**src/design/thermal_adc_pkg.sv**
```systemverilog
// constants and types for thermal dac mapping and analog input conversion
// ------------------------------------------------------------
// Behaviour
// ------------------------------------------------------------
// Behaviour
// - negative offset stored as temperature plus 128 with top bit set; positive as magnitude.
// - coarse mode code equals measured temperature minus offset, one step per degree.
// - fine mode code counts quarter degrees above the offset temperature.
// - above the span the thermal code holds at full scale, an upper deadband.
// - default offset maps code zero to minus forty; widest maps to minus 128.
// - four single-ended analog channels share one converter.
// - reference select bit at 0x1A: zero internal reference, one supply.
// - two-bit field at 0x18 assigns two shared pins as first and second inputs.
// - converter result is ten bits, step equals reference over 1024.
// - analog input results are straight binary.
// - code transitions sit at half steps, rounding to nearest.
// - acquisition samples input, then successive approximation balances the comparator.
// - offset register is eight bits, twos complement, one degree resolution.
// - thermal code is refreshed on every completed temperature measurement.
// - resolution defaults coarse; resolution bit in config three selects fine.
package thermal_adc_pkg;
	localparam logic [7:0] ADDR_CONFIG_ONE = 8'h18;
	localparam logic [7:0] ADDR_CONFIG_THREE = 8'h1A;
	localparam logic [7:0] ADDR_TEMP_OFFSET = 8'h21;
	localparam logic [7:0] RESET_CONFIG = 8'h00;
	localparam logic [7:0] RESET_OFFSET = 8'hD8;
	localparam int BIT_FINE_RES = 1;
	localparam int BIT_REF_SEL = 4;
	localparam int BIT_PIN_LO = 1;
	localparam int BIT_PIN_HI = 2;
	localparam int ADC_BITS = 10;
	localparam int ACQ_CYCLES = 4;
	localparam logic [9:0] COARSE_FULL = 10'h0FF;
	localparam logic [9:0] FINE_FULL = 10'h3FF;

	typedef enum logic [1:0] {ADC_IDLE, ADC_ACQUIRE, ADC_CONVERT, ADC_DONE} adcState_t;

	typedef struct packed {
		logic [7:0] configOne;
		logic [7:0] configThree;
		logic [7:0] tempOffset;
	} regFile_t;
endpackage

```
**src/design/sar_converter.sv**
```systemverilog
// successive approximation control for the shared analog input converter
`timescale 1ns/1ps
module sar_converter
	import thermal_adc_pkg::*;
#(
	parameter int WIDTH = ADC_BITS
) (
	input wire logic clk, // system clock
	input wire logic rst, // synchronous reset
	input wire logic start, // begin one conversion
	input wire logic compHigh, // comparator: sample at or above trial level
	output logic sampleSwitchSelect, // high while sampling input
	output logic comparatorBalanceSwitch, // high while comparator held balanced
	output logic [WIDTH-1:0] trialCode, // capacitor dac trial code
	output logic busy, // conversion in progress
	output logic done, // one-cycle result pulse
	output logic [WIDTH-1:0] result // straight binary result
);
	// refused at elaboration: the acquire counter is three bits wide
	if (WIDTH < 2 || WIDTH > 16 || ACQ_CYCLES < 1 || ACQ_CYCLES > 8) begin : g_bad_width
		$error("sar width or acquire length unsupported");
	end

	typedef struct packed {
		adcState_t state;
		logic [WIDTH-1:0] code;
		logic [WIDTH-1:0] bitMask;
		logic [WIDTH-1:0] res;
		logic [2:0] acqCount;
	} sarState_t;

	sarState_t cur, next_cur;

	// ------------------------------------------------------------
	// sequencer
	// ------------------------------------------------------------
	always_comb begin
		next_cur = cur;
		case (cur.state)
			ADC_IDLE: begin
				if (start) begin
					next_cur.state = ADC_ACQUIRE;
					next_cur.acqCount = '0;
				end
			end
			ADC_ACQUIRE: begin
				next_cur.acqCount = cur.acqCount + 3'h1;
				if (cur.acqCount == 3'(ACQ_CYCLES - 1)) begin
					next_cur.state = ADC_CONVERT;
					next_cur.bitMask = {1'b1, {(WIDTH-1){1'b0}}};
					next_cur.code = {1'b1, {(WIDTH-1){1'b0}}};
				end
			end
			ADC_CONVERT: begin
				// comparator is assumed offset by half a step, so kept bits round to nearest
				next_cur.code = compHigh ? cur.code : (cur.code & ~cur.bitMask);
				next_cur.bitMask = cur.bitMask >> 1;
				if (cur.bitMask[0]) begin
					next_cur.state = ADC_DONE;
					next_cur.res = compHigh ? cur.code : (cur.code & ~cur.bitMask);
				end else begin
					next_cur.code = (compHigh ? cur.code : (cur.code & ~cur.bitMask)) | (cur.bitMask >> 1);
				end
			end
			ADC_DONE: begin
				next_cur.state = ADC_IDLE;
			end
			default: next_cur.state = ADC_IDLE;
		endcase
	end

	always_ff @(posedge clk) begin
		if (rst) begin
			cur <= '0;
		end else begin
			cur <= next_cur;
		end
	end

	assign sampleSwitchSelect = (cur.state == ADC_ACQUIRE);
	assign comparatorBalanceSwitch = (cur.state == ADC_ACQUIRE) || (cur.state == ADC_IDLE);
	assign trialCode = cur.code;
	assign busy = (cur.state != ADC_IDLE);
	assign done = (cur.state == ADC_DONE);
	assign result = cur.res;

	a_done_after_acq: assert property (@(posedge clk) disable iff (rst)
		(cur.state == ADC_IDLE && start) |-> ##(ACQ_CYCLES + WIDTH + 1) done)
		else $error("conversion did not finish on time");
	// repetition count is ACQ_CYCLES written out; the sample switch then releases the balance
	a_balance_in_acq: assert property (@(posedge clk) disable iff (rst)
		$rose(sampleSwitchSelect) |-> (sampleSwitchSelect && comparatorBalanceSwitch)[*4]
			##1 (!sampleSwitchSelect && !comparatorBalanceSwitch))
		else $error("acquire phase length or balance wrong");
endmodule // sar_converter

```
**src/design/thermal_adc_ctrl.sv**
```systemverilog
// register file, thermal dac mapping and analog input channel control
`timescale 1ns/1ps
module thermal_adc_ctrl
	import thermal_adc_pkg::*;
#(
	parameter int CHANNELS = 4
) (
	input wire logic clk, // system clock, 10 MHz
	input wire logic rst, // synchronous reset
	input wire logic regWrite, // register write strobe from serial interface
	input wire logic [7:0] regAddr, // register address
	input wire logic [7:0] regWdata, // write data
	output logic [7:0] regRdata, // read data for regAddr
	input wire logic tempValid, // one-cycle: new temperature measured
	input wire logic [9:0] tempMeasured, // twos complement, quarter degrees
	output logic [9:0] thermalCode, // thermal dac code
	input wire logic adcStart, // start conversion of selected channel
	input wire logic [1:0] adcChannel, // channel to convert
	input wire logic compHigh, // comparator output
	output logic inputReferenceSelect, // 0 internal reference, 1 supply
	output logic [1:0] sharedPinInputEnable, // pins used as first, second inputs
	output logic [1:0] muxSelect, // input multiplexer channel
	output logic sampleSwitchSelect, // sample switch position
	output logic comparatorBalanceSwitch, // comparator balance switch
	output logic [9:0] trialCode, // capacitor dac trial
	output logic adcBusy, // conversion running
	output logic adcDone, // one-cycle result strobe
	output logic [9:0] ainResult // last result
);
	if (CHANNELS != 4) begin : g_bad_channels
		$error("four analog channels required");
	end

	typedef struct packed {
		regFile_t regs;
		logic [9:0] dacCode;
		logic [1:0] channel;
	} ctrlState_t;

	ctrlState_t cur, next_cur;
	logic [10:0] offsetQuarter;
	logic [10:0] diff;
	logic [9:0] mapped;

	// ------------------------------------------------------------
	// thermal mapping
	// ------------------------------------------------------------
	function automatic logic [10:0] offset_to_quarter(input logic [7:0] off);
		// offset byte is twos complement whole degrees
		return {off[7], off, 2'b00};
	endfunction

	always_comb begin
		offsetQuarter = offset_to_quarter(cur.regs.tempOffset);
		diff = {tempMeasured[9], tempMeasured} - offsetQuarter;
		mapped = '0;
		if (diff[10]) begin
			mapped = '0;
		end else if (cur.regs.configThree[BIT_FINE_RES]) begin
			mapped = diff[9:0];
		end else if (diff[9:2] > COARSE_FULL[7:0]) begin
			mapped = COARSE_FULL;
		end else begin
			mapped = {2'b00, diff[9:2]};
		end
	end

	// ------------------------------------------------------------
	// registers
	// ------------------------------------------------------------
	always_comb begin
		next_cur = cur;
		if (regWrite) begin
			if (regAddr == ADDR_CONFIG_ONE) begin
				next_cur.regs.configOne = regWdata;
			end else if (regAddr == ADDR_CONFIG_THREE) begin
				next_cur.regs.configThree = regWdata;
			end else if (regAddr == ADDR_TEMP_OFFSET) begin
				next_cur.regs.tempOffset = regWdata;
			end
		end
		if (tempValid) begin
			next_cur.dacCode = mapped;
		end
		if (adcStart && !adcBusy) begin
			next_cur.channel = adcChannel;
		end
	end

	always_ff @(posedge clk) begin
		if (rst) begin
			cur.regs.configOne <= RESET_CONFIG;
			cur.regs.configThree <= RESET_CONFIG;
			cur.regs.tempOffset <= RESET_OFFSET;
			cur.dacCode <= '0;
			cur.channel <= '0;
		end else begin
			cur <= next_cur;
		end
	end

	always_comb begin
		if (regAddr == ADDR_CONFIG_ONE) begin
			regRdata = cur.regs.configOne;
		end else if (regAddr == ADDR_CONFIG_THREE) begin
			regRdata = cur.regs.configThree;
		end else if (regAddr == ADDR_TEMP_OFFSET) begin
			regRdata = cur.regs.tempOffset;
		end else begin
			regRdata = 8'h00;
		end
	end

	assign thermalCode = cur.dacCode;
	assign inputReferenceSelect = cur.regs.configThree[BIT_REF_SEL];
	assign sharedPinInputEnable = cur.regs.configOne[BIT_PIN_HI:BIT_PIN_LO];
	assign muxSelect = cur.channel;

	// ------------------------------------------------------------
	// shared converter
	// ------------------------------------------------------------
	sar_converter #(.WIDTH(ADC_BITS)) u_sar (
		.clk(clk),
		.rst(rst),
		.start(adcStart),
		.compHigh(compHigh),
		.sampleSwitchSelect(sampleSwitchSelect),
		.comparatorBalanceSwitch(comparatorBalanceSwitch),
		.trialCode(trialCode),
		.busy(adcBusy),
		.done(adcDone),
		.result(ainResult)
	);

	// a code taken in fine mode stands until the next measurement, so only coarse updates are checked
	a_coarse_saturate: assert property (@(posedge clk) disable iff (rst)
		(tempValid && !cur.regs.configThree[BIT_FINE_RES]) |=> thermalCode <= COARSE_FULL)
		else $error("coarse code above full scale");
	a_refresh_on_temp: assert property (@(posedge clk) disable iff (rst)
		tempValid |=> thermalCode == $past(mapped))
		else $error("thermal code not refreshed");
	a_hold_no_temp: assert property (@(posedge clk) disable iff (rst)
		!tempValid |=> $stable(thermalCode))
		else $error("thermal code moved without measurement");
	a_below_clamp: assert property (@(posedge clk) disable iff (rst)
		(tempValid && diff[10]) |=> thermalCode == 10'h000)
		else $error("code not clamped below offset");
	a_fine_quarter: assert property (@(posedge clk) disable iff (rst)
		(tempValid && !diff[10] && cur.regs.configThree[BIT_FINE_RES]) |=> thermalCode == $past(diff[9:0]))
		else $error("fine mode code wrong");
	a_ref_follows: assert property (@(posedge clk) disable iff (rst)
		(regWrite && regAddr == ADDR_CONFIG_THREE) |=> inputReferenceSelect == $past(regWdata[BIT_REF_SEL]))
		else $error("reference select not updated");
	a_pin_follows: assert property (@(posedge clk) disable iff (rst)
		(regWrite && regAddr == ADDR_CONFIG_ONE) |=> sharedPinInputEnable == $past(regWdata[2:1]))
		else $error("pin assignment not updated");
	a_reset_offset: assert property (@(posedge clk)
		rst |=> cur.regs.tempOffset == RESET_OFFSET)
		else $error("offset reset value wrong");
endmodule // thermal_adc_ctrl

```
**config.mk**
```make
export PLATFORM = sky130hd
export DESIGN_NAME = thermal_adc_ctrl
export DESIGN_NICKNAME = d
export VERILOG_FILES = /design/src/design/thermal_adc_pkg.sv /design/src/design/sar_converter.sv /design/src/design/thermal_adc_ctrl.sv
export SDC_FILE = /design/constraint.sdc
export NUM_CORES = 1
export LEC_CHECK = 0
export BUFFER_PORTS_ARGS = -buffer_cell sky130_fd_sc_hd__buf_2
export CAP_MARGIN = 20
export CORE_MARGIN = 4
export CORE_UTILIZATION = 46
export CTS_CLUSTER_SIZE = 20
export DETAILED_ROUTE_END_ITERATION = 8
export PLACE_DENSITY = 0.76
export SYNTH_ARGS = -nofsm -noshare
export SYNTH_HDL_FRONTEND = slang
export SYNTH_SLANG_ARGS = --single-unit
```
**constraint.sdc**
```tcl
create_clock -name clk -period 5.3 [get_ports clk]
set_input_delay 0.795 -clock clk [delete_from_list [all_inputs] [get_ports clk]]
set_output_delay 0.795 -clock clk [all_outputs]
set_load 0.02 [all_outputs]
```
---- After elaboration in Yosys (flattened, before gate mapping) ----
Cells that the tools add are included.
storage, ports and cells
  bits in registers ....................... 71
  bits of input ports ..................... 34
  output and inout bits ................... 47
operators by class
  $add $sub $neg .......................... 2
  order comparisons ....................... 1
  equal/unequal tests ..................... 10
  mux-type cells .......................... 15
  bitwise operators ....................... 5
  reductions and logical operators ........ 14
operator list
  kind                                                                    number
  10-bit 2-to-1 mux                                                       4
  20-bit case mux with 2 select lines                                     1
  8-bit 2-to-1 mux                                                        4
  22-bit 2-to-1 mux                                                       1
  8-bit by 5-bit equality test with 1-bit output (second input constant)  2
  10-bit by 10-bit subtractor with 11-bit output                          1
  10-bit AND                                                              1
  10-bit inverter                                                         1
  10-bit by 9-bit OR with 10-bit output                                   1
  8-bit by 6-bit equality test with 1-bit output (second input constant)  1
  8-bit > comparator (second input constant)                              1
  2-bit case mux with 4 select lines                                      1
  2-bit AND reduction                                                     4
  3-bit case mux with 2 select lines                                      1
  3-bit AND reduction                                                     2
  2-bit nonzero test                                                      3
  2-bit equality test (second input constant)                             2
  2-bit 2-to-1 mux                                                        2
  2-bit by 1-bit != test with 1-bit output (second input constant)        2
  4-bit AND reduction                                                     1
  3-bit by 1-bit adder with 3-bit output (second input constant)          1
  3-bit by 2-bit equality test with 1-bit output (second input constant)  1
  3-bit 2-to-1 mux                                                        1
  2-bit by 1-bit equality test with 1-bit output (second input constant)  1
  6 further kinds                                                         7

---- Longest topological paths before layout ----
  depth in word-level cells ............... 6
  gate-level depth with buffers ........... 9
  depth with buffers taken out ............ 9

---- Modules after synthesis ----
From an unflattened synthesis, not the netlist that was laid out.
second synthesis, totals
  cells, all modules ...................... 454
  area total of the unflattened synthesis .. 3895.0 um2
modules (own cells, without submodules)
  module            times used  cells each  area an instance (um2)  sequential area each (um2)
  thermal_adc_ctrl  1           268         2157.1                  720.7
  sar_converter     1           186         1737.9                  700.7

---- Worst setup path after synthesis ----
No wires, ideal clock.
  path type ............................... input -> output
  start ................................... input port regAddr[7]
  end ..................................... output port regRdata[1]
  data arrival time ....................... 2.004 ns
  data required time ...................... 4.505 ns
  path slack .............................. 2.501 ns
  stages .................................. 6
  cell sequence ........................... or3_4 > buf_6 > nor3_4 > buf_2 > nand2_1 > nand2_1
between the ends
  cells in the longest elaborated chain, start to end .. 4
  elaborated cells on any way between the ends .. 6
  those cells by class .................... eq/ne (3); mux (3)
ends and longest elaborated chain
  item                                            RTL line                 text
  start, declared                                 thermal_adc_ctrl.sv:11   input wire logic [7:0] regAddr,
  8-bit by 6-bit equality test with 1-bit output  thermal_adc_ctrl.sv:107  end else if (regAddr == ADDR_TEMP_OFFSET) begin
  8-bit 2-to-1 mux                                thermal_adc_ctrl.sv:107
  8-bit 2-to-1 mux                                thermal_adc_ctrl.sv:105  end else if (regAddr == ADDR_CONFIG_THREE) begin
  8-bit 2-to-1 mux (*)                            thermal_adc_ctrl.sv:103  if (regAddr == ADDR_CONFIG_ONE) begin
  end, declared                                   thermal_adc_ctrl.sv:13   output logic [7:0] regRdata,
Mark *: on every way between the ends. The rest lies on a longest branch, timed or not.

---- Final worst setup path ----
  start ................................... input port regAddr[7]
  end ..................................... output port regRdata[7]
Same word-level chain as after synthesis.

==> impl_metrics.yaml <==
status:
  status: "complete, no violations"
routing:
  ant_nets: 0
  routed_wl_um: 8360
  via_per_inst: 5.44
  drt_iter0_drc: 128
  drtPass1Iterations: 5
  avgRoutedWirePerCell_um: 14.2
  dr_total_vias: 3205
  drc_errors: 0
global_routing:
  grt_pass1_wl_um: 14100
  grt_pass1_vias: 3085
  antenna_found_initial: 0
  grt_usage_pct: 17.5
  grt-ovfl-total: 0
  grt_max_degree: 68
die:
  row_count: 32
  die_x_um: 97.6
  ios: 81
  die_area_um2: 9520
  start_util_pct: 47.5
  die_h_um: 97.6
  core_area_um2: 7770
hold_path:
  hold_end: "muxSelect[1]$_SDFFE_PP0P_"
  min_from: "muxSelect[1]$_SDFFE_PP0P_"
  min_path_cells: 2
  hp-class: "flip-flop to flip-flop"
power:
  power.switching_w: 0.000392
  power_density_nw_per_um2: 304
  peakVddDrop_mv: 0.177
  sw_frac_of_total_pct: 31.6
  combPwrFrac_pct: 20.5
  p_int_w: 0.000851
  seqPwrFrac_pct: 45.2
  clockPowerShare_pct: 34.3
  leakage_nw: 1.90
synthesis:
  synth_top_area_cell: "dfxtp_1"
  synth_common_cells: "dfxtp_1 (71), nor2_1 (65), nand2_1 (43)"
  syn_avg_cell_area_um2: 8.35
  synth_nets: 492
  async_flop_share_pct: 0
  synth_seq_area_share_pct: 38.5
  netlist_area_um2: 3690
  synth.most_common_cell: "dfxtp_1"
  yosys.area.top_type_share_pct: 38.5
  synth_cells: 442
  synth_cell_types: 53
  synth_seq_cells: 71
  synth_warnings: 0
  synthFlopType: "dfxtp_1"
  synth_edf_count: 0
  synth_area_leaders: "dfxtp_1 (39%), buf_4 (6.9%), nor2_1 (6.6%), a22oi_1 (6.1%), ha_1 (5.1%)"
cts:
  postCtsResizedCells: 0
  cts_inserted_buffers: 9
  clock_path_buffers: 2
  cts_sinks: 71
  clk_pin_slew_ns: 0.08
  tritoncts: "yes"
  hold_buffers: 0
  clk_root_buffer_cell: "clkbuf_8"
  clock_latency_ns: 0.34
  postCtsSetupBuffers: 0
  h-tree-depth: 3
critical_path:
  crit-reg2reg-launch: "cur[12]$_SDFFE_PP0P_"
  arrival_ns: 2.31
  worstRegToRegCells: 8
  worstSetupStartpointType: "input pin"
  critical_path_class: "input pin to output pin"
  r2r_end: "thermalCode[6]$_SDFFE_PP0P_"
  worst_setup_path_end_kind: "output pin"
  r2r_slack_ns: 3.02
  worstPathMaxFanout: 17
  cp.required_ns: 4.51
finish:
  diodes: 0
  nNetsFinal: 532
  drive_gt1_share_pct: 22.0
  area_growth_pct: 10.8
  fin_util_pct: 52.6
  nFillCells: 753
sta:
  hold_violations: 0
  fmax_mhz: 322
  slew_headroom_pct: 53.0
  setup_viol: 0
  setup_tns_ns: 0
  slew_viol_final: 0
  skew_ns: 0.0110
  period_needed_ns: 3.11
  tightest_slew_ns: 0.705
  fin_crit_sh_pct: 58.7
  rsz0062_at_grt: "no"
placement:
  io_buffers: 80
  place_congestion: 0.847
  hpwl_um: 6060
flow_run:
  maxCapViolations: 0
-- metal layers --
metal / GRT usage, % / part of all wire (%) / vias to the layer above
met2: 29.2 / 49 / 116
li1: - / - / 1585
met1: 21.3 / 42 / 1490
met3: 5.10 / 6.5 / 14
met4: 6.71 / 2.0 / 0
met5: 0 / 0 / -
-- state kept, by name (all words and copies together) (netlist names) --
register              count
muxSelect                 2
u_sar.result             10
u_sar.cur                15
thermalCode              10
cur                      21
inputReferenceSelect      1
sharedPinInputEnable      2
u_sar.trialCode          10
-- worst max-delay path, cell delays in order --
cell and delay, ns:
buf_2 0.10, or3_4 0.43, nor3_4 0.53, a222oi_1 0.23
inv_1 0.08, buf_2 0.16
-- logic make-up (layout without fill, tap and decap cells) --
family | count (synthesis) | in the layout | synth area share (%)
simple gates | 150 | 150 | 19.0
compound gates | 100 | 100 | 18.5
fa+ha+maj | 16 | 16 | 5.63
xor+xnor | 5 | 5 | 1.19
buf+inv | 81 | 126 | 11.9
mux | 19 | 19 | 5.22
flops | 71 | 71 | 38.5
-- power by group through the flow --
stage | Combinational, W | Clock (W) | Sequential [W]
finish | 0.000255 | 0.000427 | 0.000562
global route | 0.000284 | 0.000463 | 0.000564
CTS | 0.000257 | 0.000441 | 0.000562
detailed placement | 0.000256 | 0 | 0.000574
global placement | 0.000250 | 0 | 0.000573
floorplan | 0.000192 | 0 | 0.000571
-- stage by stage --
stage / worst slack, ns / instance area (um^2) / hold slack, ns / cells / power (W)
2_1_floorplan: 2.50 / 3690 / 0.432 / 442 / 0.000763
3_3_place_gp: 2.20 / 3890 / 0.441 / 573 / 0.000823
3_5_place_dp: 2.20 / 3890 / 0.449 / 573 / 0.000830
4_1_cts: 2.20 / 4090 / 0.461 / 589 / 0.00126
5_1_grt: 2.05 / 4090 / 0.472 / 589 / 0.00131
6_report: 2.19 / 4090 / 0.460 / 589 / 0.00124
-- area by class of cell --
cell class	instances	area, um^2	area share, %
Inverter	29	109	2.66
Tap cell	102	128	3.12
Sequential cell	71	1420	34.8
Timing Repair Buffer	81	408	9.98
Clock buffer	9	124	3.03
Clock inverter	7	70.1	1.71
Multi-Input combinational cell	290	1830	44.7
-- how the worst max path moves through the flow --
stage,cells after the start,from,end,slack [ns]
global route,6,regAddr[7],regRdata[7],2.05
detailed placement,6,regAddr[7],regRdata[2],2.20
global placement,6,regAddr[7],regRdata[2],2.20
floorplan,6,regAddr[7],regRdata[1],2.50
finish,6,regAddr[7],regRdata[7],2.19
CTS,6,regAddr[7],regRdata[2],2.20
-- cell usage in the layout (no fill, tap or decap), types with 4 or more instances in the layout --
cell | netlist | layout
ha_1 | 15 | 15
nand2_1 | 43 | 43
a22oi_1 | 30 | 30
clkbuf_8 | 0 | 9
o21ai_0 | 11 | 11
a21oi_1 | 28 | 28
nand2b_1 | 4 | 4
buf_2 | 1 | 80
mux2i_1 | 17 | 17
o21ai_1 | 4 | 4
nor2_1 | 65 | 65
nor2b_1 | 9 | 9
dfxtp_1 | 71 | 71
inv_1 | 29 | 29
nand3_1 | 11 | 11
No activity file was read; power rests on OpenSTA's default activity.
